==> config.mk <==
export PLATFORM = sky130hd
export DESIGN_NAME = aums_top
export DESIGN_NICKNAME = d
export VERILOG_FILES = /design/src/hw/aums_pkg.sv /design/src/hw/aums_top.sv
export VERILOG_INCLUDE_DIRS = /design/src /design/src/hw
export SDC_FILE = /design/constraint.sdc
export NUM_CORES = 1
export LEC_CHECK = 0
export ABC_AREA = 1
export BUFFER_PORTS_ARGS = -buffer_cell sky130_fd_sc_hd__buf_2
export CELL_PAD_IN_SITES_DETAIL_PLACEMENT = 1
export CELL_PAD_IN_SITES_GLOBAL_PLACEMENT = 2
export CORE_MARGIN = 2
export CORE_UTILIZATION = 20
export CTS_CLUSTER_DIAMETER = 150
export CTS_CLUSTER_SIZE = 20
export DETAILED_ROUTE_END_ITERATION = 10
export PLACE_DENSITY_LB_ADDON = 0.1
export SYNTH_ARGS = -nofsm -noshare
export SYNTH_HDL_FRONTEND = slang
export SYNTH_SLANG_ARGS = --single-unit
==> constraint.sdc <==
create_clock -name clk_i -period 1.64 [get_ports clk_i]
set_clock_uncertainty 0.15 [all_clocks]
set_input_delay 0.082 -clock clk_i [delete_from_list [all_inputs] [get_ports clk_i]]
set_output_delay 0.082 -clock clk_i [all_outputs]
set_load 0.02 [all_outputs]
==> src/hw/aums_params.svh <==
`ifndef AUMS_PARAMS_SVH
`define AUMS_PARAMS_SVH

// Register byte offsets.
`define AUMS_OFF_STATUS 12'h104
`define AUMS_OFF_MASK 12'h108
`define AUMS_OFF_SEVERITY 12'h10C
`define AUMS_OFF_CTRL 12'h180
`define AUMS_ADDR_W 12

// Error type bit positions.
`define AUMS_BIT_LEGACY 0
`define AUMS_BIT_LINK_PROTO 4
`define AUMS_BIT_SURPRISE_DOWN 5
`define AUMS_BIT_POISONED 12
`define AUMS_BIT_FLOW_CTRL 13
`define AUMS_BIT_INTERNAL 22
`define AUMS_BIT_MCAST_BLOCKED 23

// Control register bit positions.
`define AUMS_CTRL_INT_REPORT_EN 0
`define AUMS_CTRL_MCAST_DISABLE 1

// Implemented bits and reset values.
`define AUMS_EVT_BITS 32'h00C03030
`define AUMS_MASK_BITS 32'h00C00000
`define AUMS_MASK_RESET 32'h00400000
`define AUMS_SEV_BITS 32'h00003031
`define AUMS_SEV_RESET 32'h00002030
`define AUMS_CTRL_BITS 32'h00000003
`define AUMS_CTRL_RESET 32'h00000001
`define AUMS_ZERO32 32'h00000000
`define AUMS_FEP_W 5

`endif

==> src/hw/aums_pkg.sv <==
package aums_pkg;

    typedef struct packed {
        logic [31:0] status;
        logic [31:0] mask;
        logic [31:0] sev;
        logic [31:0] ctrl;
        logic [4:0] fep;
        logic fep_vld;
        logic fep_upd;
        logic log_evt;
        logic fatal;
        logic nonfatal;
        logic ack;
        logic [31:0] dat;
    } aums_state_t;

endpackage

==> src/hw/aums_top.sv <==
// The Wishbone interface to the registers was decided locally.
`timescale 1ns/10ps
`include "aums_params.svh"

// Contract
// RULE1: Masked internal/multicast errors: no log, pointer, report.
// RULE2: Mask bits never alter uncorrectable status bits.
// RULE3: Mask 22 resets one, 23 zero; sticky.
// RULE4: Internal report disabled: mask 22 reads zero, read-only.
// RULE5: Multicast report disabled: mask 23 reads zero, read-only.
// RULE6: Severity one reports fatal, zero non-fatal.
// RULE7: Severity 4,5,13 reset one; 12 resets zero.
// RULE8: Severity bit 0 stored, sticky, no effect.
// RULE9: Severity register decoded at offset 0x10C.
// RULE10: Sticky bits survive hot reset, cleared by fundamental.
module aums_top
    import aums_pkg::*;
(
    input wire logic clk_i, // 125 MHz clock.
    input wire logic rst_i, // Fundamental reset, synchronous, active high.
    input wire logic hot_rst_i, // Hot or link reset, clears only non-sticky state.
    input wire logic wb_cyc_i, // Wishbone cycle.
    input wire logic wb_stb_i, // Wishbone strobe.
    input wire logic wb_we_i, // Wishbone write enable.
    input wire logic [11:0] wb_adr_i, // Wishbone byte address.
    input wire logic [3:0] wb_sel_i, // Wishbone byte selects.
    input wire logic [31:0] wb_dat_i, // Wishbone write data.
    output logic [31:0] wb_dat_o, // Wishbone read data.
    output logic wb_ack_o, // Wishbone acknowledge.
    input wire logic [31:0] evt_i, // One-cycle error event pulses by type bit.
    input wire logic [1:0] upper_sev_i, // Severity of internal (0) and multicast (1) errors.
    output logic log_o, // Pulse: an unmasked event was logged.
    output logic fatal_o, // Pulse: fatal error message requested.
    output logic nonfatal_o, // Pulse: non-fatal error message requested.
    output logic fep_upd_o, // Pulse: first error pointer was loaded.
    output logic [4:0] fep_o, // First error pointer.
    output logic [31:0] status_o // Uncorrectable status bits.
);

    aums_state_t st_r;
    aums_state_t st_nxt;

    // Expands byte selects into a bit mask.
    function automatic logic [31:0] byte_mask(input logic [3:0] sel);
        logic [31:0] m;
        m = `AUMS_ZERO32;
        for (int i = 0; i < 4; i++) begin
            m[i*8 +: 8] = {8{sel[i]}};
        end
        return m;
    endfunction

    // Lowest set bit index, used for the first error pointer.
    function automatic logic [4:0] low_idx(input logic [31:0] v);
        logic [4:0] r;
        r = 5'h00;
        for (int i = 31; i >= 0; i--) begin
            if (v[i]) begin
                r = 5'(i);
            end
        end
        return r;
    endfunction

    // Mask bits as seen by software and by the logging path.
    function automatic logic [31:0] eff_mask(input logic [31:0] mask, input logic [31:0] ctrl);
        logic [31:0] m;
        m = mask & `AUMS_MASK_BITS;
        if (!ctrl[`AUMS_CTRL_INT_REPORT_EN]) begin
            m[`AUMS_BIT_INTERNAL] = 1'b0; // [RULE4]
        end
        if (ctrl[`AUMS_CTRL_MCAST_DISABLE]) begin
            m[`AUMS_BIT_MCAST_BLOCKED] = 1'b0; // [RULE5]
        end
        return m;
    endfunction

    // Read-modify-write of the implemented bits that the byte selects cover.
    function automatic logic [31:0] merge_wr(
        input logic [31:0] old,
        input logic [31:0] wdat,
        input logic [31:0] sel_m,
        input logic [31:0] impl
    );
        logic [31:0] keep;
        keep = sel_m & impl;
        return (old & ~keep) | (wdat & keep);
    endfunction

    // True when the mask bit at index i may be written under the current controls.
    function automatic logic eff_lock_free(input int i, input logic [31:0] ctrl);
        logic ok;
        ok = 1'b1;
        if (i == `AUMS_BIT_INTERNAL && !ctrl[`AUMS_CTRL_INT_REPORT_EN]) begin
            ok = 1'b0;
        end
        if (i == `AUMS_BIT_MCAST_BLOCKED && ctrl[`AUMS_CTRL_MCAST_DISABLE]) begin
            ok = 1'b0;
        end
        return ok;
    endfunction

    logic req;
    logic [31:0] wmask;
    logic [31:0] ev;
    logic [31:0] unm;
    logic [31:0] sev_all;
    logic [31:0] clr;
    logic [31:0] rd;

    always_comb begin
        st_nxt = st_r;
        req = wb_cyc_i && wb_stb_i;
        wmask = byte_mask(wb_sel_i);
        ev = evt_i & `AUMS_EVT_BITS;
        clr = `AUMS_ZERO32;
        st_nxt.fep_upd = 1'b0;
        st_nxt.log_evt = 1'b0;
        st_nxt.fatal = 1'b0;
        st_nxt.nonfatal = 1'b0;

        // Bus answer: ack one cycle after the request, data captured with it.
        st_nxt.ack = req && !st_r.ack;
        rd = `AUMS_ZERO32;
        unique case (wb_adr_i)
            `AUMS_OFF_STATUS: begin
                rd = st_r.status;
            end
            `AUMS_OFF_MASK: begin
                rd = eff_mask(st_r.mask, st_r.ctrl); // [RULE4] [RULE5]
            end
            `AUMS_OFF_SEVERITY: begin
                rd = st_r.sev & `AUMS_SEV_BITS; // [RULE9]
            end
            `AUMS_OFF_CTRL: begin
                rd = st_r.ctrl & `AUMS_CTRL_BITS;
            end
            default: begin
                rd = `AUMS_ZERO32;
            end
        endcase
        if (req && !st_r.ack) begin
            st_nxt.dat = rd;
        end

        // Writes take effect at the edge that ends the ack cycle, one edge after ack is presented to the master.
        if (req && st_r.ack && wb_we_i) begin
            unique case (wb_adr_i)
                `AUMS_OFF_STATUS: begin
                    clr = wb_dat_i & wmask & `AUMS_EVT_BITS;
                end
                `AUMS_OFF_MASK: begin
                    // Only the mask field is written; status stays untouched.
                    for (int i = `AUMS_BIT_INTERNAL; i <= `AUMS_BIT_MCAST_BLOCKED; i++) begin
                        if (wmask[i] && eff_lock_free(i, st_r.ctrl)) begin
                            st_nxt.mask[i] = wb_dat_i[i]; // [RULE2] [RULE4] [RULE5]
                        end
                    end
                end
                `AUMS_OFF_SEVERITY: begin
                    st_nxt.sev = merge_wr(st_r.sev, wb_dat_i, wmask, `AUMS_SEV_BITS); // [RULE8] [RULE9]
                end
                `AUMS_OFF_CTRL: begin
                    st_nxt.ctrl = merge_wr(st_r.ctrl, wb_dat_i, wmask, `AUMS_CTRL_BITS);
                end
                default: begin
                    clr = `AUMS_ZERO32;
                end
            endcase
        end

        // Status records every event whatever the mask; a set beats a clear.
        st_nxt.status = (st_r.status & ~clr) | ev; // [RULE2]

        // Disabled reporting paths behave as suppressed for logging too.
        unm = ev & ~eff_mask(st_r.mask, st_r.ctrl); // [RULE1]
        if (!st_r.ctrl[`AUMS_CTRL_INT_REPORT_EN]) begin
            unm[`AUMS_BIT_INTERNAL] = 1'b0;
        end
        if (st_r.ctrl[`AUMS_CTRL_MCAST_DISABLE]) begin
            unm[`AUMS_BIT_MCAST_BLOCKED] = 1'b0;
        end

        // Legacy bit 0 is stored only; it never takes part in reporting.
        sev_all = st_r.sev & `AUMS_SEV_BITS;
        sev_all[`AUMS_BIT_LEGACY] = 1'b0; // [RULE8]
        sev_all[`AUMS_BIT_INTERNAL] = upper_sev_i[0];
        sev_all[`AUMS_BIT_MCAST_BLOCKED] = upper_sev_i[1];

        st_nxt.log_evt = |unm; // [RULE1]
        st_nxt.fatal = |(unm & sev_all); // [RULE6]
        st_nxt.nonfatal = |(unm & ~sev_all); // [RULE6]

        // The pointer is released when software clears the status bit it names.
        if (st_r.fep_vld && clr[st_r.fep] && !ev[st_r.fep]) begin
            st_nxt.fep_vld = 1'b0;
        end
        if (!st_r.fep_vld && (|unm)) begin
            st_nxt.fep = low_idx(unm); // [RULE1]
            st_nxt.fep_vld = 1'b1;
            st_nxt.fep_upd = 1'b1;
        end
    end

    always_ff @(posedge clk_i) begin
        if (rst_i) begin
            st_r.status <= `AUMS_ZERO32;
            st_r.mask <= `AUMS_MASK_RESET; // [RULE3]
            st_r.sev <= `AUMS_SEV_RESET; // [RULE7] [RULE8]
            st_r.ctrl <= `AUMS_CTRL_RESET;
            st_r.fep <= 5'h00;
            st_r.fep_vld <= 1'b0;
            st_r.fep_upd <= 1'b0;
            st_r.log_evt <= 1'b0;
            st_r.fatal <= 1'b0;
            st_r.nonfatal <= 1'b0;
            st_r.ack <= 1'b0;
            st_r.dat <= `AUMS_ZERO32;
        end else if (hot_rst_i) begin
            // Sticky status, mask, severity and pointer are kept.
            st_r.status <= st_r.status; // [RULE10]
            st_r.mask <= st_r.mask; // [RULE10]
            st_r.sev <= st_r.sev; // [RULE10]
            st_r.ctrl <= `AUMS_CTRL_RESET;
            st_r.fep <= st_r.fep;
            st_r.fep_vld <= st_r.fep_vld;
            st_r.fep_upd <= 1'b0;
            st_r.log_evt <= 1'b0;
            st_r.fatal <= 1'b0;
            st_r.nonfatal <= 1'b0;
            st_r.ack <= 1'b0;
            st_r.dat <= `AUMS_ZERO32;
        end else begin
            st_r <= st_nxt;
        end
    end

    assign wb_dat_o = st_r.dat;
    assign wb_ack_o = st_r.ack;
    assign log_o = st_r.log_evt;
    assign fatal_o = st_r.fatal;
    assign nonfatal_o = st_r.nonfatal;
    assign fep_upd_o = st_r.fep_upd;
    assign fep_o = st_r.fep;
    assign status_o = st_r.status;

endmodule

Word level (Yosys, flattened, before mapping)
Index checks and enable logic that the tools add are counted.
{"block": "op_classes", "order_cmp": 1, "n_eq_ne": 4, "muxes": 51, "bitwise_logic": 18, "reduce_logical": 23}
{"op": "5-bit two-way mux", "count": 32}
{"op": "32-bit bitwise AND", "count": 4}
{"op": "32-bit case mux with 4 select lines", "count": 1}
{"op": "32-bit OR reduction", "count": 3}
{"op": "24-bit NOT with 32-bit output", "count": 2}
{"op": "32-bit bitwise OR", "count": 2}
{"op": "12-bit by 9-bit == test with 1-bit output, second input constant", "count": 4}
{"op": "24-bit two-way mux", "count": 2}
{"op": "24-bit by 32-bit bitwise AND with 32-bit output", "count": 1}
{"op": "32-bit by 14-bit bitwise AND with 32-bit output", "count": 1}
{"op": "32-bit by 2-bit bitwise AND with 32-bit output", "count": 1}
{"op": "32-bit by 24-bit bitwise AND with 32-bit output", "count": 1}
{"op": "14-bit NOT with 32-bit output", "count": 1}
{"op": "2-bit NOT with 32-bit output", "count": 1}
{"op": "32-bit NOT", "count": 1}
{"op": "32-bit by 24-bit bitwise OR with 32-bit output", "count": 1}
{"op": "24-bit bitwise AND", "count": 1}
{"op": "1-bit two-way mux", "count": 13}
{"op": "1-bit binary-select mux with 5-bit select", "count": 2}
{"op": "1-bit logical AND", "count": 9}
{"op": "4-bit AND reduction", "count": 2}
{"op": "5-bit by 6-bit less-than comparator with 1-bit output, second input constant", "count": 1}
{"op": "2-bit AND reduction", "count": 3}
{"op": "1-bit logical NOT", "count": 3}
{"op": "other kinds (5)", "count": 5}
{"block": "totals", "regBits": 141, "inputBits": 88, "out_inout_bits": 74, "wordCells": 110}

Logic depth before layout (Yosys ltp)
{"block": "depth", "ltp_word": 35, "ltp_mapped": 13, "depth_no_buf": 13}

Worst setup path before layout
Ideal clock, no wire load.
{"block": "synth_path", "path_kind": "reg2reg", "startpoint": "register st_r, in the netlist wb_ack_o", "endpoint": "register (tool-made name)", "setup_time_ps": 141, "t_arrival_ps": 1232, "required_time_ps": 1349, "setup_slack_ps": 117, "path_stages_with_launch": 8, "n_path_buf": 0, "synth_period_minus_slack_ps": 1523, "cell_sequence": "dfxtp_1 nand4_2 inv_1 nand2_1 nor2_1 nand2_1 nand2_1 o311ai_0"}
{"element": "start: declaration", "line": "aums_top.sv:40", "source": "aums_state_t st_r;"}

Worst setup path in the final report
{"block": "layout_path", "startpoint": "register st_r, in the netlist wb_ack_o", "endpoint": "register st_r[37] (netlist name)"}
{"block": "layout_via", "elab_chain_cells": 9}
{"element": "1-bit logical AND (2 in series)", "line": "aums_top.sv:147", "source": "if (req && st_r.ack && wb_we_i) begin"}
{"element": "24-bit two-way mux", "line": "aums_top.sv:147"}
{"element": "1-bit binary-select mux with 5-bit select", "line": "aums_top.sv:195", "source": "if (st_r.fep_vld && clr[st_r.fep] && !ev[st_r.fep]) begin"}
{"element": "1-bit two-way mux (not written as such)", "line": "aums_top.sv:195"}
{"element": "1-bit logical AND (2 in series)", "line": "aums_top.sv:195"}
{"element": "2-bit nonzero test (no source line)"}
{"element": "2-bit AND reduction (no source line)"}
Every way passes these cells. The select of a mux whose other input is x is not followed.
A chain may end at the register's enable or synchronous reset.

==> summary.md <==
| Metric | Value |
|---|---|
| Final Hold Vio Count | `0` |
| Reg-to-reg critical path startpoint | `wb_ack_o` |
| Die area | `approximately 12000 µm²` |
| Crit path required time | `around 1.7 ns` |
| Arr. time, crit path | `1.52 ns` |
| Commonest cells after routing, fill and taps aside | `59 x buf_2, 57 x nand2_1, 50 x conb_1, 40 x inv_1, 31 x dfxtp_1` |
| FP Rows | `39` |
| Library cells used by synthesis | `32` |
| Worst path slowest cell | `dfxtp_2` |
| Register-to-register setup slack | `0.14 ns` |
| Crit Path Category | `flip-flop to flip-flop` |
| Drt drc | `0` |
| Post-CTS Setup Inserts | `0` |
| FFs w/ async S/R, synth | `0` |
| Hold path depth | `4` |
| Drt total wl | `around 7700 µm` |
| Synthesized area | `roughly 2300 µm²` |
| Max Used Layer | `met4` |
| GRT Residual Overflow | `0` |
| IO buf count | `60` |
| Syn Inst Count | `336` |
| Core Util, Final | `0.257` |
| Status | `complete, no violations` |
| #FFs+latches synth | `33` |
| Syn Area/Cell | `6.90 µm²` |
| Total number of yosys warnings | `0` |
| Placer Congestion | `0.707` |
| Worst Setup Start Kind | `flip-flop` |
| Top_reg_cell synth | `dfxtp_1` |
| Seq/Total Area, Yosys | `0.285` |
| TNS Setup | `0 ns` |
| FMAX | `667 MHz` |
| Metal2 WL | `3660 µm` |
| Leakage power total | `1.46 nW` |
| H-tree Lvls | `2` |
| Post-DRT Antenna Nets | `0` |
| Most common cell after layout, fill and taps aside | `buf_2` |
| CTS sink cnt | `33` |
| Maximum VDD drop | `356 µV` |
| First-pass GRT wire length | `between 10000 and 15000 µm` |
| Vias in the first global route | `between 2000 and 2500` |
| Average wire per standard cell | `around 14 µm` |
| Max Buffers Root-to-Sink | `2` |
| Power Dens Cells | `816 nW/µm²` |
| Max FO, Critical Path | `7` |
| Finished Layout Cells | `551` |
| N_diodes | `0` |
| TritonCTS Buffers | `5` |
| TritonRoute pass-1 iters | `4` |
| Met3 WL | `around 240 µm` |
| Clk_lat worst skew | `0.28 ns` |
| Hold wc startpoint | `evt_i[5]` |
| Largest net degree at the start of global routing | `16` |
| RSZ-0062 raised after global routing | `true` |
| WHS Endpoint | `fep_o[1]` |
| Initial core utilization | `0.204` |
| Post-DP HPWL | `roughly 6300 µm` |
| Tmin final | `~1.5 ns` |
| Vias | `about 2200` |
| Fin Hold WS | `between 0.005 and 0.006 ns` |
| Setup crit end kind | `flip-flop` |
| Number of synthesized flops with an enable pin | `0` |
| Root Buffer | `clkbuf_16` |
| Worst min path class | `input port to flip-flop` |
| Wl on met1 | `between 3000 and 4000 µm` |
| Cell family with most CP delay | `simple AND/OR/NAND/NOR gates` |
| Critical path buffer and inverter count | `0` |
| Core Area | `about 11000 µm²` |
| CP max stage delay | `about 0.36 ns` |
| CTS tree | `built` |
| Area growth syn-to-layout | `26.1%` |
| Finish-stage setup viols | `0` |
| DRT iter0 DRCs | `60` |
| I/O pins | `approximately 160` |
| Via/cell ratio | `between 3 and 4` |
| Worst R2R End | `st_r[37]` |
| Pins over their slew limit | `0` |
| Most common cell on crit path | `nand2_1` |
| Layout cells sized above 1 | `0.277` |
| Placed cell count | `532` |
| Crit path cell chain | `nand4_4, nor2_4, nand4_1, nand2_1, nand2_1, a21oi_1, nand2_1, nand2_1, nand2_1` |
| Clk slew on worst S/H paths | `0.05 ns` |
| GRT Util Overall | `0.126` |
| Height of the die | `112 µm` |
| Nets | `between 400 and 500` |
| Die Span X | `approximately 110 µm` |
| Worst reg-to-reg path cell count | `9` |
| Final critical-path share of the clock period | `0.914` |
| Filler cells | `1417` |
| Initial antenna violation count | `0` |
| Max-cap violations | `0` |
power by group:
group          total (mW)  internal, mW  switching (mW)
sequential          0.853         0.831          0.0220
combinational       0.423         0.126           0.297
clock                1.11         0.759           0.351
total                2.39          1.72           0.670
logic make-up (layout without fill, tap and decap cells):
family / after synthesis / count (layout) / share of synthesized area
AO/OA/AOI/OAI: 55 / 55 / 0.140
buffers and inverters: 114 / 137 / 0.296
flip-flops: 33 / 33 / 0.285
AND/OR/NAND/NOR: 133 / 133 / 0.277
other: 1 / 50 / 0.00162
tightest hold or removal path: cells and delay by family:
| family | cells | cell delay (ns) |
|---|---|---|
| AOI/OAI and AO/OA | 1 | 0.06 |
| buffers and inverters | 1 | 0.09 |
| and+or+nand+nor | 2 | 0.16 |
worst max path at each step:
stage / end / from / cells past startpoint
global route: st_r[37] / wb_ack_o / 9
detailed placement: st_r[130] / wb_ack_o / 7
global placement: flip-flop / wb_ack_o / 6
floorplan: flip-flop / wb_ack_o / 7
finish: st_r[37] / wb_ack_o / 9
CTS: st_r[37] / wb_ack_o / 9
layer usage:
layer / vias up / track usage
met2: 57 / 0.213
met1: 1011 / 0.169
met4: 0 / 0.0247
met3: 5 / 0.0212
met5: - / 0
li1: 1120 / -
through the flow:
step	total power [mW]	cell area (µm²)	setup WS [ns]
6_report	2.39	2920	0.142
4_1_cts	2.44	2880	0.000583
5_1_grt	2.52	2920	-0.0306
2_1_floorplan	1.23	2500	0.117
3_5_place_dp	1.27	2570	-0.114
3_3_place_gp	1.27	2570	-0.0790
cell usage after synthesis (all sizes together) (2+ instances only):
cell / n / share of area
a211oi: 2 / 0.0086
nand3b: 2 / 0.012
nand4: 8 / 0.027
nand3: 20 / 0.043
dfxtp: 33 / 0.28
o22ai: 10 / 0.027
o21ai: 15 / 0.032
buf: 69 / 0.22
nand2: 62 / 0.10
a21oi: 21 / 0.045
clkbuf: 3 / 0.0049
inv: 42 / 0.068
nor4: 2 / 0.0054
nor3: 4 / 0.013
nor2: 35 / 0.073
cell type report:
type | instances | area, µm² | share of cell area
multi-input combinational | 238 | 1210 | 0.415
sequential | 33 | 663 | 0.227
timing repair buffer | 87 | 538 | 0.184
tap | 143 | 179 | 0.0612
inverter | 42 | 158 | 0.0539
clock buffer | 7 | 143 | 0.0488
clock inverter | 1 | 30.0 | 0.0103
what timing repair did:
action,in CTS,in global routing
pin swaps,0,4
setup endpoints to repair,9,11
gates resized for setup,2,18
hold buffers,12,0
endpoints found under the hold margin,12,0
No activity file was read; power rests on OpenSTA's default activity.
